File: config.mk
export PLATFORM = sky130hd
export DESIGN_NAME = rsn_node
export DESIGN_NICKNAME = d
export VERILOG_FILES = /design/src/rtl/rsn_pkg.sv /design/src/rtl/rsn_node.sv
export SDC_FILE = /design/constraint.sdc
export NUM_CORES = 1
export LEC_CHECK = 0
export ABC_CLOCK_PERIOD_IN_PS = 3700
export BUFFER_PORTS_ARGS = -buffer_cell sky130_fd_sc_hd__buf_2
export CELL_PAD_IN_SITES_DETAIL_PLACEMENT = 0
export CELL_PAD_IN_SITES_GLOBAL_PLACEMENT = 1
export CORE_ASPECT_RATIO = 0.75
export CORE_UTILIZATION = 25
export DETAILED_ROUTE_END_ITERATION = 16
export PLACE_DENSITY = 0.56
export REMOVE_ABC_BUFFERS = 1
export SYNTH_ARGS = -nofsm -noshare
export SYNTH_HDL_FRONTEND = slang
export SYNTH_SLANG_ARGS = --single-unit
File: constraint.sdc
create_clock -name clock_i -period 3.7 [get_ports clock_i]
set_input_delay 0.185 -clock clock_i [delete_from_list [all_inputs] [get_ports clock_i]]
set_output_delay 0.185 -clock clock_i [all_outputs]
set_load 0.01 [all_outputs]
File: src/rtl/rsn_pkg.sv
// Constants, field layout and register map of the remote I/O satellite node
package rsn_pkg;
	// Clock and link rates
	localparam int CLK_KHZ = 200000;
	localparam int RATE12_KBPS = 12000;
	localparam int RATE6_KBPS = 6000;
	localparam int RATE3_KBPS = 3000;
	localparam logic [6:0] BIT12_CYC = 7'(CLK_KHZ / RATE12_KBPS);
	localparam logic [6:0] BIT6_CYC = 7'(CLK_KHZ / RATE6_KBPS);
	localparam logic [6:0] BIT3_CYC = 7'(CLK_KHZ / RATE3_KBPS);
	localparam logic [1:0] RATE_12 = 2'h0;
	localparam logic [1:0] RATE_6 = 2'h1;
	// Scan-ok timeout
	localparam int SCAN_TO_US = 1000;
	localparam int SCAN_TO_CYC = SCAN_TO_US * (CLK_KHZ / 1000);
	// Frame layout, bits after the start bit, LSB first
	localparam int AW = 6;
	localparam int CW = 4;
	localparam int DW = 16;
	localparam int F_ADDR = 0;
	localparam int F_CMD = 6;
	localparam int F_DATA = 10;
	localparam int F_STOP = 26;
	localparam logic [4:0] RX_LAST = 5'h1a;
	localparam logic [4:0] TX_LAST = 5'h17;
	localparam logic [3:0] CMD_IO = 4'h0;
	localparam logic [5:0] ADDR_NONE = 6'h00;
	// Register map
	localparam logic [7:0] A_CTRL = 8'h00;
	localparam logic [7:0] A_STAT = 8'h04;
	localparam logic [7:0] A_OUTS = 8'h08;
	localparam logic [7:0] A_INS = 8'h0c;
	localparam logic [7:0] A_LOG = 8'h10;
	localparam int C_HALF = 2;
	localparam int C_HS = 3;
	localparam logic [3:0] CTRL_RST = 4'h0;
	localparam logic [1:0] RESP_OK = 2'h0;
	localparam logic [1:0] RESP_ERR = 2'h2;
	// Frame log
	localparam int LOG_W = 20;
	localparam int LOG_D = 32;
	// Pin modes
	localparam logic [2:0] M_IN = 3'h0;
	localparam logic [2:0] M_OUT4 = 3'h1;
	localparam logic [2:0] M_OUT8 = 3'h2;
	localparam logic [2:0] M_OUT12 = 3'h3;
	localparam logic [2:0] M_OUT16 = 3'h4;
	localparam logic [2:0] M_HI8 = 3'h5;
	localparam logic [2:0] M_PWM_I = 3'h6;
	localparam logic [2:0] M_PWM_M = 3'h7;
	localparam int PWM_W = 8;
	localparam int DIR_BIT = 15;
	typedef enum logic [1:0] {RX_IDLE, RX_START, RX_DATA} rsn_rx_e;
endpackage : rsn_pkg

File: src/rtl/rsn_node.sv
// Satellite node core, frame log FIFO and AXI4-Lite register slave
//
// The placing of the registers and the AXI4-Lite slave port were decided locally.
`timescale 1ns/1ps
`default_nettype none

// Frame log FIFO
module rsn_fifo #(
	parameter int W = 20,
	parameter int D = 32
) (
	input wire logic clock_i,
	input wire logic reset_n_i,
	input wire logic in_valid_i,
	output logic in_ready_o,
	input wire logic [W-1:0] in_data_i,
	output logic out_valid_o,
	input wire logic out_ready_i,
	output logic [W-1:0] out_data_o
);
	localparam int AB = $clog2(D);
	logic [W-1:0] mem [D];
	logic [AB-1:0] wp_q;
	logic [AB-1:0] rp_q;
	logic [AB:0] cnt_q;
	logic push;
	logic pop;

	// Honest full and empty
	assign in_ready_o = cnt_q != (AB+1)'(D);
	assign out_valid_o = cnt_q != '0;
	assign out_data_o = mem[rp_q];
	assign push = in_valid_i && in_ready_o;
	assign pop = out_valid_o && out_ready_i;

	// Storage
	always_ff @(posedge clock_i) begin
		if (push) begin
			mem[wp_q] <= in_data_i;
		end
	end

	// Pointers and fill level
	always_ff @(posedge clock_i) begin
		if (!reset_n_i) begin
			wp_q <= '0;
			rp_q <= '0;
			cnt_q <= '0;
		end else begin
			if (push) wp_q <= wp_q + 1'b1;
			if (pop) rp_q <= rp_q + 1'b1;
			cnt_q <= cnt_q + (AB+1)'(push) - (AB+1)'(pop);
		end
	end
endmodule : rsn_fifo

// Satellite node top
module rsn_node #(
	parameter int SCAN_TO_CYC = rsn_pkg::SCAN_TO_CYC
) (
	input wire logic clock_i,
	input wire logic reset_n_i,
	input wire logic [5:0] node_address_i,
	input wire logic [2:0] mode_select_pins_i,
	input wire logic force_clear_i,
	input wire logic rxd_i,
	output logic txd_o,
	output logic txd_oe_o,
	output logic transmit_enable_o,
	output logic update_strobe_o,
	output logic capture_strobe_o,
	output logic scan_ok_n_o,
	input wire logic [15:0] user_pins_i,
	output logic [15:0] user_pins_o,
	output logic [15:0] user_pins_oe_o,
	input wire logic [7:0] s_axi_awaddr,
	input wire logic s_axi_awvalid,
	output logic s_axi_awready,
	input wire logic [31:0] s_axi_wdata,
	input wire logic [3:0] s_axi_wstrb,
	input wire logic s_axi_wvalid,
	output logic s_axi_wready,
	output logic [1:0] s_axi_bresp,
	output logic s_axi_bvalid,
	input wire logic s_axi_bready,
	input wire logic [7:0] s_axi_araddr,
	input wire logic s_axi_arvalid,
	output logic s_axi_arready,
	output logic [31:0] s_axi_rdata,
	output logic [1:0] s_axi_rresp,
	output logic s_axi_rvalid,
	input wire logic s_axi_rready
);
	rsn_pkg::rsn_rx_e rx_st_q;
	logic [6:0] rx_cnt_q;
	logic [4:0] rx_n_q;
	logic [26:0] rx_sr_q;
	logic rx_done_q;
	logic tx_en_q;
	logic txd_q;
	logic [22:0] tx_sr_q;
	logic [6:0] tx_cnt_q;
	logic [4:0] tx_n_q;
	logic go_q;
	logic [15:0] rep_q;
	logic [15:0] out_terms_q;
	logic upd_q;
	logic cap_q;
	logic scan_n_q;
	logic [19:0] scan_cnt_q;
	logic seen_q;
	logic link_q;
	logic [3:0] last_cmd_q;
	logic [3:0] ctrl_q;
	logic [2:0] mode_q;
	logic [15:0] pins_q;
	logic [15:0] oe_q;
	logic [7:0] pwm_q;
	logic awready_q, wready_q, bvalid_q, aw_have_q, w_have_q;
	logic [7:0] awaddr_q;
	logic [31:0] wdata_q;
	logic [3:0] wstrb_q;
	logic [1:0] bresp_q;
	logic arready_q, rvalid_q;
	logic [31:0] rdata_q;
	logic [1:0] rresp_q;
	logic [31:0] rd_d;
	logic [1:0] rresp_d;
	logic [6:0] bcyc;
	logic [15:0] mask;
	logic [15:0] in_terms;
	logic [15:0] rx_data;
	logic [3:0] rx_cmd;
	logic frame_ok, match, accept, cmd0, load, tx_end, half, hs_en, scan_to;
	logic log_rdy, log_vld, pop, wr_en;
	logic [19:0] log_data;

	// Bit period for the selected rate
	function automatic logic [6:0] bit_cyc(input logic [1:0] r);
		if (r == rsn_pkg::RATE_12) return rsn_pkg::BIT12_CYC;
		else if (r == rsn_pkg::RATE_6) return rsn_pkg::BIT6_CYC;
		else return rsn_pkg::BIT3_CYC;
	endfunction : bit_cyc

	// Pins driven as outputs in each mode
	function automatic logic [15:0] out_mask(input logic [2:0] m);
		case (m)
			rsn_pkg::M_OUT4: return 16'h000f;
			rsn_pkg::M_OUT8: return 16'h00ff;
			rsn_pkg::M_OUT12: return 16'h0fff;
			rsn_pkg::M_OUT16: return 16'hffff;
			rsn_pkg::M_HI8: return 16'hff00;
			rsn_pkg::M_PWM_I: return 16'h0001;
			rsn_pkg::M_PWM_M: return 16'h0003;
			default: return 16'h0000;
		endcase
	endfunction : out_mask

	// Frame decode and acceptance
	assign bcyc = bit_cyc(ctrl_q[1:0]);
	assign half = ctrl_q[rsn_pkg::C_HALF];
	assign hs_en = ctrl_q[rsn_pkg::C_HS];
	assign rx_data = rx_sr_q[rsn_pkg::F_DATA +: rsn_pkg::DW];
	assign rx_cmd = rx_sr_q[rsn_pkg::F_CMD +: rsn_pkg::CW];
	assign frame_ok = rx_done_q && rx_sr_q[rsn_pkg::F_STOP];
	assign match = rx_sr_q[rsn_pkg::F_ADDR +: rsn_pkg::AW] == node_address_i
		&& node_address_i != rsn_pkg::ADDR_NONE;
	assign accept = frame_ok && match && log_rdy && !tx_en_q;
	assign cmd0 = rx_cmd == rsn_pkg::CMD_IO;
	assign load = accept && cmd0 && (!hs_en || link_q);
	assign tx_end = tx_en_q && tx_cnt_q == '0 && tx_n_q == '0;
	assign scan_to = scan_cnt_q == 20'(SCAN_TO_CYC - 1);
	assign mask = out_mask(mode_q);
	assign in_terms = user_pins_i & ~mask;

	// Receiver: start bit checked at mid bit, then mid-bit samples
	always_ff @(posedge clock_i) begin
		if (!reset_n_i) begin
			rx_st_q <= rsn_pkg::RX_IDLE;
			rx_cnt_q <= '0;
			rx_n_q <= '0;
			rx_sr_q <= '0;
			rx_done_q <= 1'b0;
		end else begin
			rx_done_q <= 1'b0;
			case (rx_st_q)
				rsn_pkg::RX_IDLE: begin
					if (!rxd_i && !(half && tx_en_q)) begin
						rx_st_q <= rsn_pkg::RX_START;
						rx_cnt_q <= bcyc >> 1;
					end
				end
				rsn_pkg::RX_START: begin
					if (rx_cnt_q == '0) begin
						rx_st_q <= rxd_i ? rsn_pkg::RX_IDLE : rsn_pkg::RX_DATA;
						rx_cnt_q <= bcyc - 7'h01;
						rx_n_q <= '0;
					end else begin
						rx_cnt_q <= rx_cnt_q - 7'h01;
					end
				end
				rsn_pkg::RX_DATA: begin
					if (rx_cnt_q == '0) begin
						rx_sr_q <= {rxd_i, rx_sr_q[26:1]};
						rx_cnt_q <= bcyc - 7'h01;
						rx_n_q <= rx_n_q + 5'h01;
						if (rx_n_q == rsn_pkg::RX_LAST) begin
							rx_done_q <= 1'b1;
							rx_st_q <= rsn_pkg::RX_IDLE;
						end
					end else begin
						rx_cnt_q <= rx_cnt_q - 7'h01;
					end
				end
				default: rx_st_q <= rsn_pkg::RX_IDLE;
			endcase
		end
	end

	// Reply capture: inputs for command 0, zero word otherwise
	always_ff @(posedge clock_i) begin
		if (!reset_n_i) begin
			go_q <= 1'b0;
			rep_q <= '0;
			cap_q <= 1'b0;
			last_cmd_q <= '0;
		end else begin
			go_q <= accept;
			cap_q <= accept && cmd0;
			if (accept) begin
				rep_q <= cmd0 ? in_terms : 16'h0000;
				last_cmd_q <= rx_cmd;
			end
		end
	end

	// Transmitter; the enable spans start bit to stop bit
	always_ff @(posedge clock_i) begin
		if (!reset_n_i) begin
			tx_en_q <= 1'b0;
			txd_q <= 1'b1;
			tx_sr_q <= '0;
			tx_cnt_q <= '0;
			tx_n_q <= '0;
		end else if (go_q) begin
			tx_en_q <= 1'b1;
			txd_q <= 1'b0;
			tx_sr_q <= {1'b1, rep_q, node_address_i};
			tx_cnt_q <= bcyc - 7'h01;
			tx_n_q <= rsn_pkg::TX_LAST;
		end else if (tx_en_q) begin
			if (tx_cnt_q != '0) begin
				tx_cnt_q <= tx_cnt_q - 7'h01;
			end else if (tx_n_q == '0) begin
				tx_en_q <= 1'b0;
				txd_q <= 1'b1;
			end else begin
				txd_q <= tx_sr_q[0];
				tx_sr_q <= {1'b1, tx_sr_q[22:1]};
				tx_n_q <= tx_n_q - 5'h01;
				tx_cnt_q <= bcyc - 7'h01;
			end
		end
	end

	// Output terminals; force-clear wins over a load
	always_ff @(posedge clock_i) begin
		if (!reset_n_i) begin
			out_terms_q <= '0;
			upd_q <= 1'b0;
		end else begin
			upd_q <= load && !force_clear_i;
			if (force_clear_i) out_terms_q <= '0;
			else if (load) out_terms_q <= rx_data;
		end
	end

	// Scan-ok flag and handshake link state, both dropped on timeout
	always_ff @(posedge clock_i) begin
		if (!reset_n_i) begin
			scan_n_q <= 1'b1;
			scan_cnt_q <= '0;
			seen_q <= 1'b0;
			link_q <= 1'b0;
		end else begin
			// Counter restarts on every accepted frame and reply end, then parks at the limit
			if (tx_end || accept) scan_cnt_q <= '0;
			else if (!scan_to) scan_cnt_q <= scan_cnt_q + 20'h00001;
			if (tx_end) scan_n_q <= 1'b0;
			else if (scan_to) scan_n_q <= 1'b1;
			// An accepted frame wins over a timeout in the same cycle
			if (accept) begin
				seen_q <= 1'b1;
				link_q <= seen_q;
			end else if (scan_to) begin
				seen_q <= 1'b0;
				link_q <= 1'b0;
			end
		end
	end

	// Pin routing and PWM
	always_ff @(posedge clock_i) begin
		if (!reset_n_i) begin
			mode_q <= rsn_pkg::M_IN;
			pins_q <= '0;
			oe_q <= '0;
			pwm_q <= '0;
		end else begin
			mode_q <= mode_select_pins_i;
			pwm_q <= pwm_q + 8'h01;
			oe_q <= mask;
			if (mode_q == rsn_pkg::M_PWM_I || mode_q == rsn_pkg::M_PWM_M) begin
				pins_q <= {14'h0000, out_terms_q[rsn_pkg::DIR_BIT] && mode_q == rsn_pkg::M_PWM_M,
					pwm_q < out_terms_q[rsn_pkg::PWM_W-1:0]};
			end else begin
				pins_q <= out_terms_q & mask;
			end
		end
	end

	// Log of accepted frames; a full log refuses frames
	rsn_fifo #(.W(rsn_pkg::LOG_W), .D(rsn_pkg::LOG_D)) u_log (
		.clock_i(clock_i),
		.reset_n_i(reset_n_i),
		.in_valid_i(accept),
		.in_ready_o(log_rdy),
		.in_data_i({rx_cmd, rx_data}),
		.out_valid_o(log_vld),
		.out_ready_i(pop),
		.out_data_o(log_data)
	);
	assign pop = s_axi_arready && s_axi_arvalid && s_axi_araddr == rsn_pkg::A_LOG;

	// AXI write channels taken in either order
	assign wr_en = aw_have_q && w_have_q && !bvalid_q;
	always_ff @(posedge clock_i) begin
		if (!reset_n_i) begin
			awready_q <= 1'b1;
			wready_q <= 1'b1;
			aw_have_q <= 1'b0;
			w_have_q <= 1'b0;
			bvalid_q <= 1'b0;
			bresp_q <= rsn_pkg::RESP_OK;
			awaddr_q <= '0;
			wdata_q <= '0;
			wstrb_q <= '0;
		end else begin
			if (awready_q && s_axi_awvalid) begin
				awaddr_q <= s_axi_awaddr;
				awready_q <= 1'b0;
				aw_have_q <= 1'b1;
			end
			if (wready_q && s_axi_wvalid) begin
				wdata_q <= s_axi_wdata;
				wstrb_q <= s_axi_wstrb;
				wready_q <= 1'b0;
				w_have_q <= 1'b1;
			end
			if (wr_en) begin
				bvalid_q <= 1'b1;
				aw_have_q <= 1'b0;
				w_have_q <= 1'b0;
				bresp_q <= awaddr_q == rsn_pkg::A_CTRL ? rsn_pkg::RESP_OK : rsn_pkg::RESP_ERR;
			end
			if (bvalid_q && s_axi_bready) begin
				bvalid_q <= 1'b0;
				awready_q <= 1'b1;
				wready_q <= 1'b1;
			end
		end
	end

	// Control register
	always_ff @(posedge clock_i) begin
		if (!reset_n_i) ctrl_q <= rsn_pkg::CTRL_RST;
		else if (wr_en && awaddr_q == rsn_pkg::A_CTRL && wstrb_q[0]) ctrl_q <= wdata_q[3:0];
	end

	// Read decode
	always_comb begin
		rd_d = '0;
		rresp_d = rsn_pkg::RESP_OK;
		if (s_axi_araddr == rsn_pkg::A_CTRL) rd_d = {28'h0000000, ctrl_q};
		else if (s_axi_araddr == rsn_pkg::A_STAT) rd_d = {18'h00000, node_address_i, last_cmd_q,
			!log_rdy, log_vld, link_q, !scan_n_q};
		else if (s_axi_araddr == rsn_pkg::A_OUTS) rd_d = {16'h0000, out_terms_q};
		else if (s_axi_araddr == rsn_pkg::A_INS) rd_d = {16'h0000, in_terms};
		else if (s_axi_araddr == rsn_pkg::A_LOG) rd_d = {log_vld, 11'h000, log_data};
		else rresp_d = rsn_pkg::RESP_ERR;
	end

	// AXI read channel
	always_ff @(posedge clock_i) begin
		if (!reset_n_i) begin
			arready_q <= 1'b1;
			rvalid_q <= 1'b0;
			rdata_q <= '0;
			rresp_q <= rsn_pkg::RESP_OK;
		end else if (arready_q && s_axi_arvalid) begin
			arready_q <= 1'b0;
			rvalid_q <= 1'b1;
			rdata_q <= rd_d;
			rresp_q <= rresp_d;
		end else if (rvalid_q && s_axi_rready) begin
			rvalid_q <= 1'b0;
			arready_q <= 1'b1;
		end
	end

	// Output ports straight from flops
	assign txd_o = txd_q;
	assign txd_oe_o = tx_en_q;
	assign transmit_enable_o = tx_en_q;
	assign update_strobe_o = upd_q;
	assign capture_strobe_o = cap_q;
	assign scan_ok_n_o = scan_n_q;
	assign user_pins_o = pins_q;
	assign user_pins_oe_o = oe_q;
	assign s_axi_awready = awready_q;
	assign s_axi_wready = wready_q;
	assign s_axi_bvalid = bvalid_q;
	assign s_axi_bresp = bresp_q;
	assign s_axi_arready = arready_q;
	assign s_axi_rvalid = rvalid_q;
	assign s_axi_rdata = rdata_q;
	assign s_axi_rresp = rresp_q;

	// Checks
	property p_reply;
		@(posedge clock_i) disable iff (!reset_n_i) accept |-> ##2 transmit_enable_o;
	endproperty
	a_reply: assert property (p_reply) else $error("no reply after accepted frame");
	property p_load;
		@(posedge clock_i) disable iff (!reset_n_i) load && !force_clear_i |=> out_terms_q == $past(rx_data);
	endproperty
	a_load: assert property (p_load) else $error("output terminals not loaded");
	property p_mode;
		@(posedge clock_i) disable iff (!reset_n_i) (mode_select_pins_i == rsn_pkg::M_IN)[*2] |=> user_pins_oe_o == '0;
	endproperty
	a_mode: assert property (p_mode) else $error("input mode drives pins");
	property p_cmd;
		@(posedge clock_i) disable iff (!reset_n_i) accept && !cmd0 |=> rep_q == 16'h0000 && !update_strobe_o;
	endproperty
	a_cmd: assert property (p_cmd) else $error("other command not zero reply");
	property p_addr;
		@(posedge clock_i) disable iff (!reset_n_i) node_address_i == rsn_pkg::ADDR_NONE |-> !accept;
	endproperty
	a_addr: assert property (p_addr) else $error("address zero accepted");
	property p_half;
		@(posedge clock_i) disable iff (!reset_n_i)
			half && tx_en_q && rx_st_q == rsn_pkg::RX_IDLE |=> rx_st_q == rsn_pkg::RX_IDLE;
	endproperty
	a_half: assert property (p_half) else $error("receive during half duplex reply");
	property p_clear;
		@(posedge clock_i) disable iff (!reset_n_i) force_clear_i |=> out_terms_q == 16'h0000 && !update_strobe_o;
	endproperty
	a_clear: assert property (p_clear) else $error("force clear ignored");
	property p_miss;
		@(posedge clock_i) disable iff (!reset_n_i) frame_ok && !match |=> !go_q ##1 !$rose(transmit_enable_o);
	endproperty
	a_miss: assert property (p_miss) else $error("reply to foreign address");
	property p_scan;
		@(posedge clock_i) disable iff (!reset_n_i) $fell(transmit_enable_o) |-> !scan_ok_n_o;
	endproperty
	a_scan: assert property (p_scan) else $error("scan ok not low after reply");
	property p_strobe;
		@(posedge clock_i) disable iff (!reset_n_i) load && !force_clear_i |=> update_strobe_o ##1 !update_strobe_o;
	endproperty
	a_strobe: assert property (p_strobe) else $error("update strobe wrong");
endmodule : rsn_node

`default_nettype wire

# Yosys cells after proc, flatten, opt, wreduce, memory -nomap -nowiden
# Memory sizes are Yosys's and may differ from the RTL's. A register that Yosys moved wholly into a read port is not among the register bits.
# Index checks and enable logic that the tools add are counted.
# word_totals
regBits	260
latchBits	0
ramBits	640
rom_bits	0
input_bits	86
out_inout_bits	79
mem_count	1
# mem_list
name	depth	width	rd	rd_ports_with_merged_regs	wr	line_no	rtl
u_log.mem	32	20	1	1	1	rsn_node.sv:22	logic [W-1:0] mem [D];
# classes
n_addsub	11
mul	0
div_mod_pow	0
n_lt_le_gt_ge	1
eq_ne	25
shift	0
muxes	62
n_bitwise	6
reduce_logical	69
# op_table
operator	n
$mux 32	5
$pmux 16 s7	1
$mux 23	4
$mux 7	8
$mux 5	8
$and 16x16->16	2
$logic_and 1x1->1	25
$mux 2	12
$sub 7x1->7 const B	3
$add 20x1->20 const B	1
$eq 20x18->1 const B	1
$mux 1	20
$eq 8x4->1 const B	2
$logic_not 8->1	2
$mux 16	1
$not 16->16	1
$add 5x1->5 const B	3
$logic_not 7->1	2
$pmux 7 s2	1
$reduce_or 2->1	7
$eq 3x3->1 const B	4
$ne 2x2->1 const B	6
$reduce_and 3->1	4
$reduce_bool 2->1	6
27 further kinds	45

# Longest topological paths before layout
# Gate-level depths: netlist of the first run.
# depth
word_depth	8
depth_mapped	16
mapped_depth_nobuf	15

# Modules after synthesis
# From an unflattened synthesis of the first run, not the netlist that was laid out.
# hier_totals
cells_unflattened	2469
hier_area_um2	35312.6
# by_module_without_submodules
module	n_inst	cells_each	area_per_inst_um2
rsn_fifo	1	1292	25500.7
rsn_node	1	1177	9811.9

# Least setup slack after synthesis of the first run
# No wires, ideal clock.
# synth_path
kind	register -> register
startpoint	register u_log.cnt_q[2]
endpoint	memory u_log.mem[14][0] (enable)
setup_time_ns	0.422
t_arrival_ns	3.063
required_ns	3.278
path_slack_ns	0.215
path_stages_with_launch	9
path_cell_list	dfxtp_1 inv_1 ha_1 nor4bb_1 nor3_1 nand2_1 nor3_1 nand2_1 nor3_1
# synth_between
elab_chain_cells	6
# synth_lines
item	line_no	rtl
from (decl)	rsn_node.sv:25	logic [AB:0] cnt_q;
from (signal assigned)	rsn_node.sv:52	cnt_q <= cnt_q + (AB+1)'(push) - (AB+1)'(pop);
$ne 6x6->1 (*)	rsn_node.sv:30	assign in_ready_o = cnt_q != (AB+1)'(D);
$logic_and 1x1->1 (2 in series)	rsn_node.sv:168	assign accept = frame_ok && match && log_rdy && !tx_en_q;
$logic_and 1x1->1 (*)	rsn_node.sv:33	assign push = in_valid_i && in_ready_o;
$mux 1 (*)	rsn_node.sv:38	if (push) begin
$mux 1 (implied by the code) (*)	rsn_node.sv:39	mem[wp_q] <= in_data_i;
to (decl)	rsn_node.sv:22	
# Mark *: on every way between the ends. The rest lies on a longest branch, timed or not.

# Worst setup path after layout of the first run
# layout_path
startpoint	register u_log.cnt_q[4]
endpoint	register scan_cnt_q[2]
# layout_between
elab_chain_cells	5
# layout_lines
item	line_no	rtl
$ne 6x6->1	rsn_node.sv:30	
$logic_and 1x1->1 (2 in series)	rsn_node.sv:168	
$logic_or 1x1->1	rsn_node.sv:287	if (tx_end || accept) scan_cnt_q <= '0;
$reduce_or 2->1 (no source line)	--	
to (signal assigned)	rsn_node.sv:288	else if (!scan_to) scan_cnt_q <= scan_cnt_q + 20'h00001;
to (decl)	rsn_node.sv:110	logic [19:0] scan_cnt_q;
# Every way passes these cells.
# A chain may end at the register's enable or synchronous reset.

==> flow_metrics.env, run 1 <==
export IMPL_status="finished, final reports clean"
export IMPL_drt_drc_violations_left=0
export IMPL_power_leakage_nw=13.4
export IMPL_hp_class="input pin to flop"
export IMPL_hold_viol=0
export IMPL_fmax_mhz=334
export IMPL_grt_pass1_vias=20000
export IMPL_clk_latency_ps=680
export IMPL_grt_usage_pct=13.5
export IMPL_path_max_fanout=20
export IMPL_p_per_area_mw_per_mm2=479
export IMPL_fin_nets=2684
export IMPL_die_w_um=435
export IMPL_netlist_top_cells_count="edfxtp_1 (640), dfxtp_1 (242), nand2_1 (196), nor2_1 (152), mux4_2 (148)"
export IMPL_arrival_ps=3580
export IMPL_dpl_hpwl_um=62900
export IMPL_die_area_mm2=0.142
export IMPL_antenna_found_initial=4
export IMPL_synth_fa_ha_area_share_pct=1.20
export IMPL_synthFlopType="edfxtp_1"
export IMPL_netlist_instances=2335
export IMPL_async_flop_share_pct=0
export IMPL_dpl_cell_area_mm2=0.0382
export IMPL_root_buffer="clkbuf_16"
export IMPL_clkSinkCount=882
export IMPL_diodes=0
export IMPL_synth_cell_types=82
export IMPL_synth_area_mm2=0.0351
export IMPL_slowest_delay_ps=780
export IMPL_io_pins=165
export IMPL_worst_setup_path_start_kind="flop"
export IMPL_grt_max_degree=108
export IMPL_post_drt_wl_per_cell_um=21.7
export IMPL_drv_cap=0
export IMPL_seq_area_frac_synth_pct=68.5
export IMPL_std_cell_rows=118
export IMPL_crit_path_end_kind="flop"
export IMPL_synth_compound_area_share_pct=6.49
export IMPL_vias=20700
export IMPL_drt_wl_total_um=97500
export IMPL_cp_required_ps=4290
export IMPL_min_period_over_period_pct=81.0
export IMPL_synth_xor_area_share_pct=1.22
export IMPL_synthMuxAreaShare_pct=12.1
export IMPL_drv_slew=0
export IMPL_synth_edff_count=640
export IMPL_drtAntennaViolNets=0
export IMPL_slew_headroom_pct=15.4
export IMPL_fin_crit_ps=3000
export IMPL_max_clock_path_buffers=3
export IMPL_tightest_slew_ps=1270
export IMPL_crit_type="flop to flop"
export IMPL_cts_tree="built"
export IMPL_die_y_um=327
export IMPL_peakVddDrop_uv=312
export IMPL_htreeDepth=3
export IMPL_synth_top_cell_by_area="edfxtp_1"
export IMPL_core_region_area_mm2=0.139
export IMPL_crit_slowest_cell="nor2_2"
export IMPL_synth_top_cell_area_share_pct=54.7
export IMPL_portBuffers=120
export IMPL_synth_top_family_by_area="multiplexers"
export IMPL_synth_simple_area_share_pct=7.56
export IMPL_setup_viol=0
export IMPL_drt_initial_drc_count=1957
export IMPL_syn2layout_area_growth_pct=18.2
export IMPL_hold_ws_ps=91.0
export IMPL_fin_area_mm2=0.0415
export IMPL_cts_setup_buffers=0
export IMPL_clkSlewWorstSetupHoldPaths_ps=60
export IMPL_grt_overflow=0
export IMPL_start_util_pct=25.3
export IMPL_gp_congestion=0.793
export IMPL_drive_gt1_share_pct=21.3
export IMPL_synthTopCellsByArea="edfxtp_1 (55%), dfxtp_1 (14%), mux4_2 (9.5%), mux2i_1 (2.2%), nand2_1 (2.1%)"
export IMPL_crit_top_cell="nor3_1"
export IMPL_synth_seq_cells=882
export IMPL_cp_cell_sequence="inv_1 > ha_1 > nor4bb_1 > nor3_1 > o2111a_1 > nor2_2 > o21ai_1 > buf_4 > nor3_1"
export IMPL_rsz0062_at_grt="false"
export IMPL_via_per_inst=4.61
export IMPL_yosysWarnings=0
export IMPL_grt_pass1_wl_um=142000
export IMPL_fin_skew_ps=25.4
export IMPL_syn_area_per_cell_um2=15.0
export IMPL_postCtsHoldBufs=61
export IMPL_cts_buffers=83
export IMPL_yosysMostFrequentCell="edfxtp_1"
export IMPL_ctsResizeCount=0
export IMPL_firstDrtPassIters=5
==> cells in the final DEF, fill, tap and decap left out, types with 23 or more instances in the layout <==
cell | Yosys | layout
buf_4 | 43 | 99
dlygate4sd3_1 | 0 | 61
dfxtp_1 | 242 | 235
buf_2 | 28 | 120
a21oi_1 | 136 | 136
edfxtp_1 | 640 | 640
nand3_1 | 48 | 48
inv_1 | 45 | 45
nor2_2 | 1 | 29
mux2i_1 | 77 | 77
xnor2_1 | 23 | 23
ha_1 | 32 | 32
o21ai_0 | 77 | 76
mux4_2 | 148 | 148
nand2_1 | 196 | 196
xor2_1 | 26 | 26
nor3_1 | 42 | 37
nor2_1 | 152 | 123
clkbuf_16 | 0 | 84
==> kinds of logic (layout without fill, tap and decap cells) <==
logic type,after synthesis,in the layout
flip-flops,882,882
AND/OR/NAND/NOR,567,567
AO/OA/AOI/OAI,366,366
multiplexers,237,237
buffers and inverters,200,483
XOR/XNOR,49,49
adder cells (fa/ha/maj),33,33
other,1,13
==> worst max-delay path, delay by kind of cell, from the launching register on <==
kind	cells	cell delay [ps]
compound gates	2	470
fa+ha+maj	1	180
buf+inv	2	360
flops	1	300
simple gates	4	1600
==> final timing paths <==
check                          endpoint                 startpoint  cells past startpoint  slack (ps)
max          scan_cnt_q[2]$_SDFFE_PP0N_  u_log.cnt_q[4]$_SDFF_PN0_                      9         700
min reg2reg       rep_q[0]$_SDFFE_PN0N_      rep_q[0]$_SDFFE_PN0N_                      2         450
min           s_axi_rvalid$_SDFFE_PN0P_              s_axi_arvalid                      4          90
max reg2reg  scan_cnt_q[2]$_SDFFE_PP0N_  u_log.cnt_q[4]$_SDFF_PN0_                      9         700
==> metal layers <==
| layer | track usage (%) | wire length, um | vias up |
|---|---|---|---|
| li1 | - | - | 9381 |
| met1 | 21.3 | 49900 | 10700 |
| met2 | 18.4 | 39900 | 525 |
| met3 | 2.95 | 5990 | 106 |
| met4 | 3.02 | 1730 | 0 |
| met5 | 0 | 0 | - |
==> metrics by stage <==
stage | TNS [ps] | util [%] | total power, mW | setup WS [ps] | instances
2_1_floorplan | -72220 | - | 11.2 | -4070 | 2193
3_3_place_gp | 0 | 27.6 | 11.4 | 779 | 4279
3_5_place_dp | 0 | 27.6 | 11.4 | 717 | 4279
4_1_cts | 0 | 29.9 | 20.1 | 684 | 4490
5_1_grt | 0 | 29.9 | 20.6 | 391 | 4490
6_report | 0 | 29.9 | 19.9 | 702 | 4490
==> layout make-up <==
cell class                      count  area, um^2
Clock buffer                      107        2220
Clock inverter                     43         458
Fill cell                       13900       97300
Inverter                           46         175
Multi-Input combinational cell   1265       10200
Sequential cell                   882       24100
Tap cell                         1860        2330
Timing Repair Buffer              287        2090
==> flip-flops by register name, summed over array words and instances (netlist names), 16 cells and up, named ones only <==
signal       cells
rx_sr_q         27
tx_sr_q         23
s_axi_rdata     21
rep_q           16
user_pins_o     16
u_log.mem      640
scan_cnt_q      20
out_terms_q     16
==> power by group <==
part | total [mW] | leakage (nW) | internal (mW) | switching (mW)
combinational | 0.693 | 4.22 | 0.277 | 0.416
clock | 8.62 | 1.30 | 4.81 | 3.81
sequential | 10.6 | 7.89 | 10.5 | 0.0653
Note: power is estimated with default switching activity, not from simulation.
==> inputs of run 2 (changes only) <==
ABC_CLOCK_PERIOD_IN_PS = 3100   (was 3700)
PLACE_DENSITY = 0.54   (was 0.56)
clock period = 3.1 ns   (was 3.7 ns; I/O delays follow)
==> run 2 against run 1 <==
Against the previous run: clock skew is 14 ps higher; utilization is 0.61 points higher; worst setup slack worse by 500 ps; via count is 1.7% higher; flip-flop and latch count stayed put; global-route usage is 0.18 points higher; clock power is 29% higher; die area stayed put; total power is 23% higher; routed wire length is 1.4% higher; largest cell class unchanged.
==> flow_metrics.env, run 2 (synthesis gave the netlist of run 1 again) <==
export IMPL_drv_cap=0
export IMPL_hp_class="input pin to flop"
export IMPL_fin_nets=2714
export IMPL_reg_top3="u_log.mem (640), rx_sr_q (27), tx_sr_q (23)"
export IMPL_start_util_pct=25.3
export IMPL_drt_wl_total_um=98900
export IMPL_std_cell_rows=118
export IMPL_drt_drc_violations_left=0
export IMPL_clkSinkCount=882
export IMPL_fmax_mhz=345
export IMPL_drtAntennaViolNets=0
export IMPL_power_internal_mw=19.3
export IMPL_drv_slew=0
export IMPL_crit_type="flop to flop"
export IMPL_crit_path_end_kind="flop"
export IMPL_p_per_area_mw_per_mm2=579
export IMPL_drt_initial_drc_count=1961
export IMPL_grt_overflow=0
export IMPL_die_area_mm2=0.142
export IMPL_firstDrtPassIters=5
export IMPL_worst_setup_path_start_kind="flop"
export IMPL_min_period_over_period_pct=93.6
export IMPL_grt_max_degree=72
export IMPL_via_per_inst=4.65
export IMPL_slew_headroom_pct=20.3
export IMPL_htreeDepth=3
export IMPL_drive_gt1_share_pct=22.5
export IMPL_die_w_um=435
export IMPL_core_region_area_mm2=0.139
export IMPL_clk_latency_ps=680
export IMPL_cts_buffers=86
export IMPL_grt_pass1_vias=21200
export IMPL_power_switching_mw=5.25
export IMPL_vias=21000
export IMPL_max_clock_path_buffers=3
export IMPL_setup_viol=0
export IMPL_seq_power_share_pct=51.4
export IMPL_cts_setup_buffers=0
export IMPL_sw_frac_of_total_pct=21.4
export IMPL_pwr_share_comb_pct=3.5
export IMPL_hold_viol=0
export IMPL_status="finished, final reports clean"
export IMPL_tightest_slew_ps=1190
export IMPL_arrival_ps=3240
export IMPL_cts_tree="built"
export IMPL_grt_usage_pct=13.7
export IMPL_die_y_um=327
export IMPL_cp_required_ps=3440
export IMPL_antenna_found_initial=5
export IMPL_post_drt_wl_per_cell_um=21.9
export IMPL_dpl_hpwl_um=66000
export IMPL_syn2layout_area_growth_pct=20.6
export IMPL_final_cell_mix="edfxtp_1 (640), dfxtp_1 (235), nand2_1 (196), mux4_2 (148), a21oi_1 (136)"
export IMPL_largest_reg_flops=640
export IMPL_rsz0062_at_grt="false"
export IMPL_io_pins=165
export IMPL_finalCoreUtilization_pct=30.5
export IMPL_path_max_fanout=20
export IMPL_top_register="u_log.mem"
export IMPL_power_leakage_nw=13.8
export IMPL_fin_skew_ps=39.5
export IMPL_peakVddDrop_uv=574
export IMPL_clkSlewWorstSetupHoldPaths_ps=70
export IMPL_p_clk_share_pct=45.1
export IMPL_portBuffers=120
export IMPL_hold_ws_ps=173
export IMPL_fin_crit_ps=2900
export IMPL_gp_congestion=0.807
export IMPL_grt_pass1_wl_um=144000
export IMPL_final_common_cell="edfxtp_1"
export IMPL_root_buffer="clkbuf_16"
[run 2: cell count changes in the layout (fill, tap and decap cells not counted), moves of 4 or more]
cell / delta
clkinv_1: -9
clkbuf_16: +4
clkinv_2: +5
bufinv_16: +4
buf_4: -5
dlygate4sd3_1: +6
clkbuf_1: -4
buf_12: +26
[run 2: area by class of cell]
| cell class | count | area, um^2 |
|---|---|---|
| Multi-Input combinational cell | 1265 | 10200 |
| Clock buffer | 113 | 2360 |
| Timing Repair Buffer | 314 | 2640 |
| Antenna cell | 1 | 2.50 |
| Tap cell | 1860 | 2330 |
| Sequential cell | 882 | 24100 |
| Clock inverter | 43 | 617 |
| Fill cell | 13700 | 96400 |
| Inverter | 46 | 175 |
[run 2: routing by layer]
| metal | up-vias | global-route usage, % | wire length (um) |
|---|---|---|---|
| met2 | 616 | 20.2 | 42900 |
| met3 | 124 | 2.54 | 5580 |
| met5 | - | 0 | 0 |
| met1 | 10900 | 20.4 | 48200 |
| li1 | 9436 | - | - |
| met4 | 0 | 3.67 | 2240 |
[run 2: worst paths after layout]
path	slack (ps)	cells past startpoint	to	start
worst min-delay path	170	5	s_axi_rdata[2]$_SDFFE_PN0P_	s_axi_araddr[3]
worst max register to register	200	10	u_log.mem[14][18]$_DFFE_PP_	u_log.cnt_q[2]$_SDFF_PN0_
worst min register to register	450	2	rep_q[1]$_SDFFE_PN0N_	rep_q[1]$_SDFFE_PN0N_
worst max-delay path	200	10	u_log.mem[14][18]$_DFFE_PP_	u_log.cnt_q[2]$_SDFF_PN0_
[run 2: per-stage QoR]
stage / setup TNS [ps] / instances / area [um^2] / power [mW] / worst slack, ps
after floorplan: -115520 / 2193 / 34300 / 13.4 / -4670
after global placement: 0 / 4300 / 38700 / 13.6 / 160
after detailed placement: 0 / 4300 / 38700 / 13.7 / 152
after CTS: 0 / 4523 / 42400 / 24.8 / 85.6
after global routing: 0 / 4523 / 42400 / 25.4 / 21.9
final: 0 / 4524 / 42400 / 24.6 / 198
[run 2: power groups by stage]
stage	logic [mW]	clock network, mW	registers (mW)
finish	0.855	11.1	12.6
global route	0.944	11.8	12.6
CTS	0.848	11.4	12.6
detailed placement	0.774	0	12.9
global placement	0.752	0	12.9
floorplan	0.480	0	12.9
[run 2: worst max-delay path, stage by stage (launching register included)]
cell and delay, ps:
dfxtp_1 340, inv_1 70, ha_1 220, nor4bb_1 160
nor3_1 210, nand2_1 140, nor3_2 300, buf_4 210
nand2_1 290, nor3_2 360, buf_12 240
[run 2: repair_timing]
item | 4_1_cts | 5_1_grt
endpoints found under the hold margin | 61 | 0
hold buffers | 67 | 0
resized for setup | 0 | 1
endpoints found under the setup margin | 0 | 61
==> inputs of run 3 (changes only) <==
ABC_CLOCK_PERIOD_IN_PS = 3700   (was 3100)
clock period = 3.7 ns   (was 3.1 ns; I/O delays follow)
==> run 3 against run 2 <==
Against the previous run: non-clock buffer count shrank 29; die area is the same; combinational power shrank 18%; sequential power shrank 16%; register-to-register slack gained 550 ps; clock power shrank 16%; sequential share of layout area grew 0.76 points; via count shrank 0.58%; utilization shrank 0.40 points; flip-flop and latch count is the same; largest cell class unchanged; routed wire length shrank 1.6%; largest power group unchanged.
==> flow_metrics.env, run 3 (synthesis gave the netlist of run 1 again) <==
export IMPL_final_cell_mix="edfxtp_1 (640), dfxtp_1 (236), nand2_1 (196), mux4_2 (148), a21oi_1 (136)"
export IMPL_status="finished, final reports clean"
export IMPL_cts_buffers=86
export IMPL_syn2layout_area_growth_pct=19.0
export IMPL_dpl_cell_area_mm2=0.0382
export IMPL_arrival_ps=3260
export IMPL_core_region_area_mm2=0.139
export IMPL_gp_congestion=0.802
export IMPL_grt_pass1_wl_um=142000
export IMPL_min_period_over_period_pct=79.9
export IMPL_clkSinkCount=882
export IMPL_dpl_hpwl_um=63900
export IMPL_clkSlewWorstSetupHoldPaths_ps=60
export IMPL_peakVddDrop_uv=373
export IMPL_final_common_cell="edfxtp_1"
export IMPL_die_area_mm2=0.142
export IMPL_postCtsHoldBufs=65
export IMPL_power_leakage_nw=13.5
export IMPL_drive_gt1_share_pct=21.5
export IMPL_crit_type="flop to flop"
export IMPL_whs_endpoint="s_axi_rvalid$_SDFFE_PN0P_"
export IMPL_drt_wl_total_um=97300
export IMPL_grt_pass1_vias=20800
export IMPL_clk_latency_ps=690
export IMPL_slew_headroom_pct=11.0
export IMPL_cts_tree="built"
export IMPL_r2r_cells=8
export IMPL_portBuffers=120
export IMPL_largest_reg_flops=640
export IMPL_drv_slew=0
export IMPL_fin_cells=4499
export IMPL_std_cell_rows=118
export IMPL_fmax_mhz=338
export IMPL_max_clock_path_buffers=3
export IMPL_tightest_slew_ps=1330
export IMPL_top_register="u_log.mem"
export IMPL_fin_skew_ps=41.2
export IMPL_hold_viol=0
export IMPL_start_util_pct=25.3
export IMPL_crit_path_end_kind="flop"
export IMPL_hp_class="input pin to flop"
export IMPL_path_max_fanout=20
export IMPL_post_drt_wl_per_cell_um=21.6
export IMPL_cp_required_ps=4010
export IMPL_rsz0062_at_grt="false"
export IMPL_drtAntennaViolNets=0
export IMPL_fin_area_mm2=0.0418
export IMPL_hold_path_startpoint="s_axi_arvalid"
export IMPL_cts_setup_buffers=0
export IMPL_numPlacedInstances=4273
export IMPL_firstDrtPassIters=5
export IMPL_fin_crit_ps=2960
export IMPL_reg_top3="u_log.mem (640), rx_sr_q (27), tx_sr_q (23)"
export IMPL_setup_viol=0
export IMPL_timing_rr_end="u_log.mem[15][12]$_DFFE_PP_"
export IMPL_p_per_area_mw_per_mm2=494
export IMPL_worst_setup_path_start_kind="flop"
export IMPL_ctsResizeCount=0
export IMPL_timing_rr_start="u_log.cnt_q[2]$_SDFF_PN0_"
export IMPL_fin_nets=2685
export IMPL_drt_drc_violations_left=0
export IMPL_vias=20900
export IMPL_htreeDepth=3
export IMPL_via_per_inst=4.65
export IMPL_drv_cap=0
export IMPL_io_pins=165
export IMPL_holdPathStages=4
export IMPL_reg2reg_slack_ps=740
export IMPL_die_y_um=327
export IMPL_grt_overflow=0
export IMPL_grt_usage_pct=13.5
export IMPL_root_buffer="clkbuf_16"
export IMPL_grt_max_degree=86
export IMPL_antenna_found_initial=4
export IMPL_drt_initial_drc_count=1842
export IMPL_die_w_um=435
==> run 3: changes by cell type in the layout (fill, tap and decap cells not counted), moves of 2 or more <==
cell / change
clkinvlp_4: -2
buf_12: -27
clkbuf_1: +2
clkinv_2: -2
inv_6: +2
dlygate4sd3_1: -2
clkbuf_16: -2
clkinv_1: +5
==> run 3: per-layer routing <==
layer	wire length (um)	GRT usage [%]	share of wire, %	up-vias
met3	5900	2.75	6.1	108
met2	42800	20.1	44	595
met4	1820	3.10	1.9	0
met1	46800	20.0	48	10900
li1	-	-	-	9367
met5	0	0	0	-
==> run 3: how the worst max path moves through the flow <==
| stage | end | cells past startpoint | startpoint |
|---|---|---|---|
| 6_report | u_log.mem[15][12]$_DFFE_PP_ | 8 | u_log.cnt_q[2]$_SDFF_PN0_ |
| 5_1_grt | u_log.mem[13][12]$_DFFE_PP_ | 10 | u_log.cnt_q[2]$_SDFF_PN0_ |
| 4_1_cts | u_log.mem[14][12]$_DFFE_PP_ | 10 | u_log.cnt_q[4]$_SDFF_PN0_ |
| 3_5_place_dp | u_log.mem[15][5]$_DFFE_PP_ | 8 | u_log.cnt_q[2]$_SDFF_PN0_ |
| 3_3_place_gp | u_log.mem[15][10]$_DFFE_PP_ | 8 | u_log.cnt_q[2]$_SDFF_PN0_ |
| 2_1_floorplan | s_axi_rdata[12]$_SDFFE_PN0P_ | 6 | flop |
==> run 3: power breakdown <==
group / switching (mW) / internal, mW / total, mW
Sequential: 0.0668 / 10.5 / 10.6
Combinational: 0.422 / 0.280 / 0.703
Clock: 3.98 / 5.39 / 9.37
==> run 3: per-stage QoR <==
stage | power, mW | setup TNS [ps] | hold slack, ps | worst slack [ps] | util, %
floorplan | 11.2 | -72220 | 247 | -4070 | -
finish | 20.7 | 0 | 93.6 | 744 | 30.1
detailed placement | 11.4 | 0 | 399 | 763 | 27.5
global placement | 11.4 | 0 | 391 | 768 | 27.5
CTS | 20.9 | 0 | 61.4 | 715 | 30.1
global route | 21.3 | 0 | 89.9 | 477 | 30.1
==> run 3: area by class of cell <==
| cell class | instances | area, um^2 |
|---|---|---|
| antenna | 2 | 5.00 |
| clock buffer | 113 | 2330 |
| multi-input combinational | 1265 | 10200 |
| inverter | 46 | 175 |
| timing repair buffer | 285 | 2080 |
| clock inverter | 46 | 653 |
| fill | 13800 | 97000 |
| sequential | 882 | 24100 |
| tap | 1860 | 2330 |
==> run 3: worst max-delay path: stages (launching register included) <==
cell and delay, ps:
dfxtp_1 340, inv_1 60, ha_1 200, nor4bb_1 150, nor3_1 210, nand2_1 120, or4b_1 820, nor3_2 260
buf_4 410
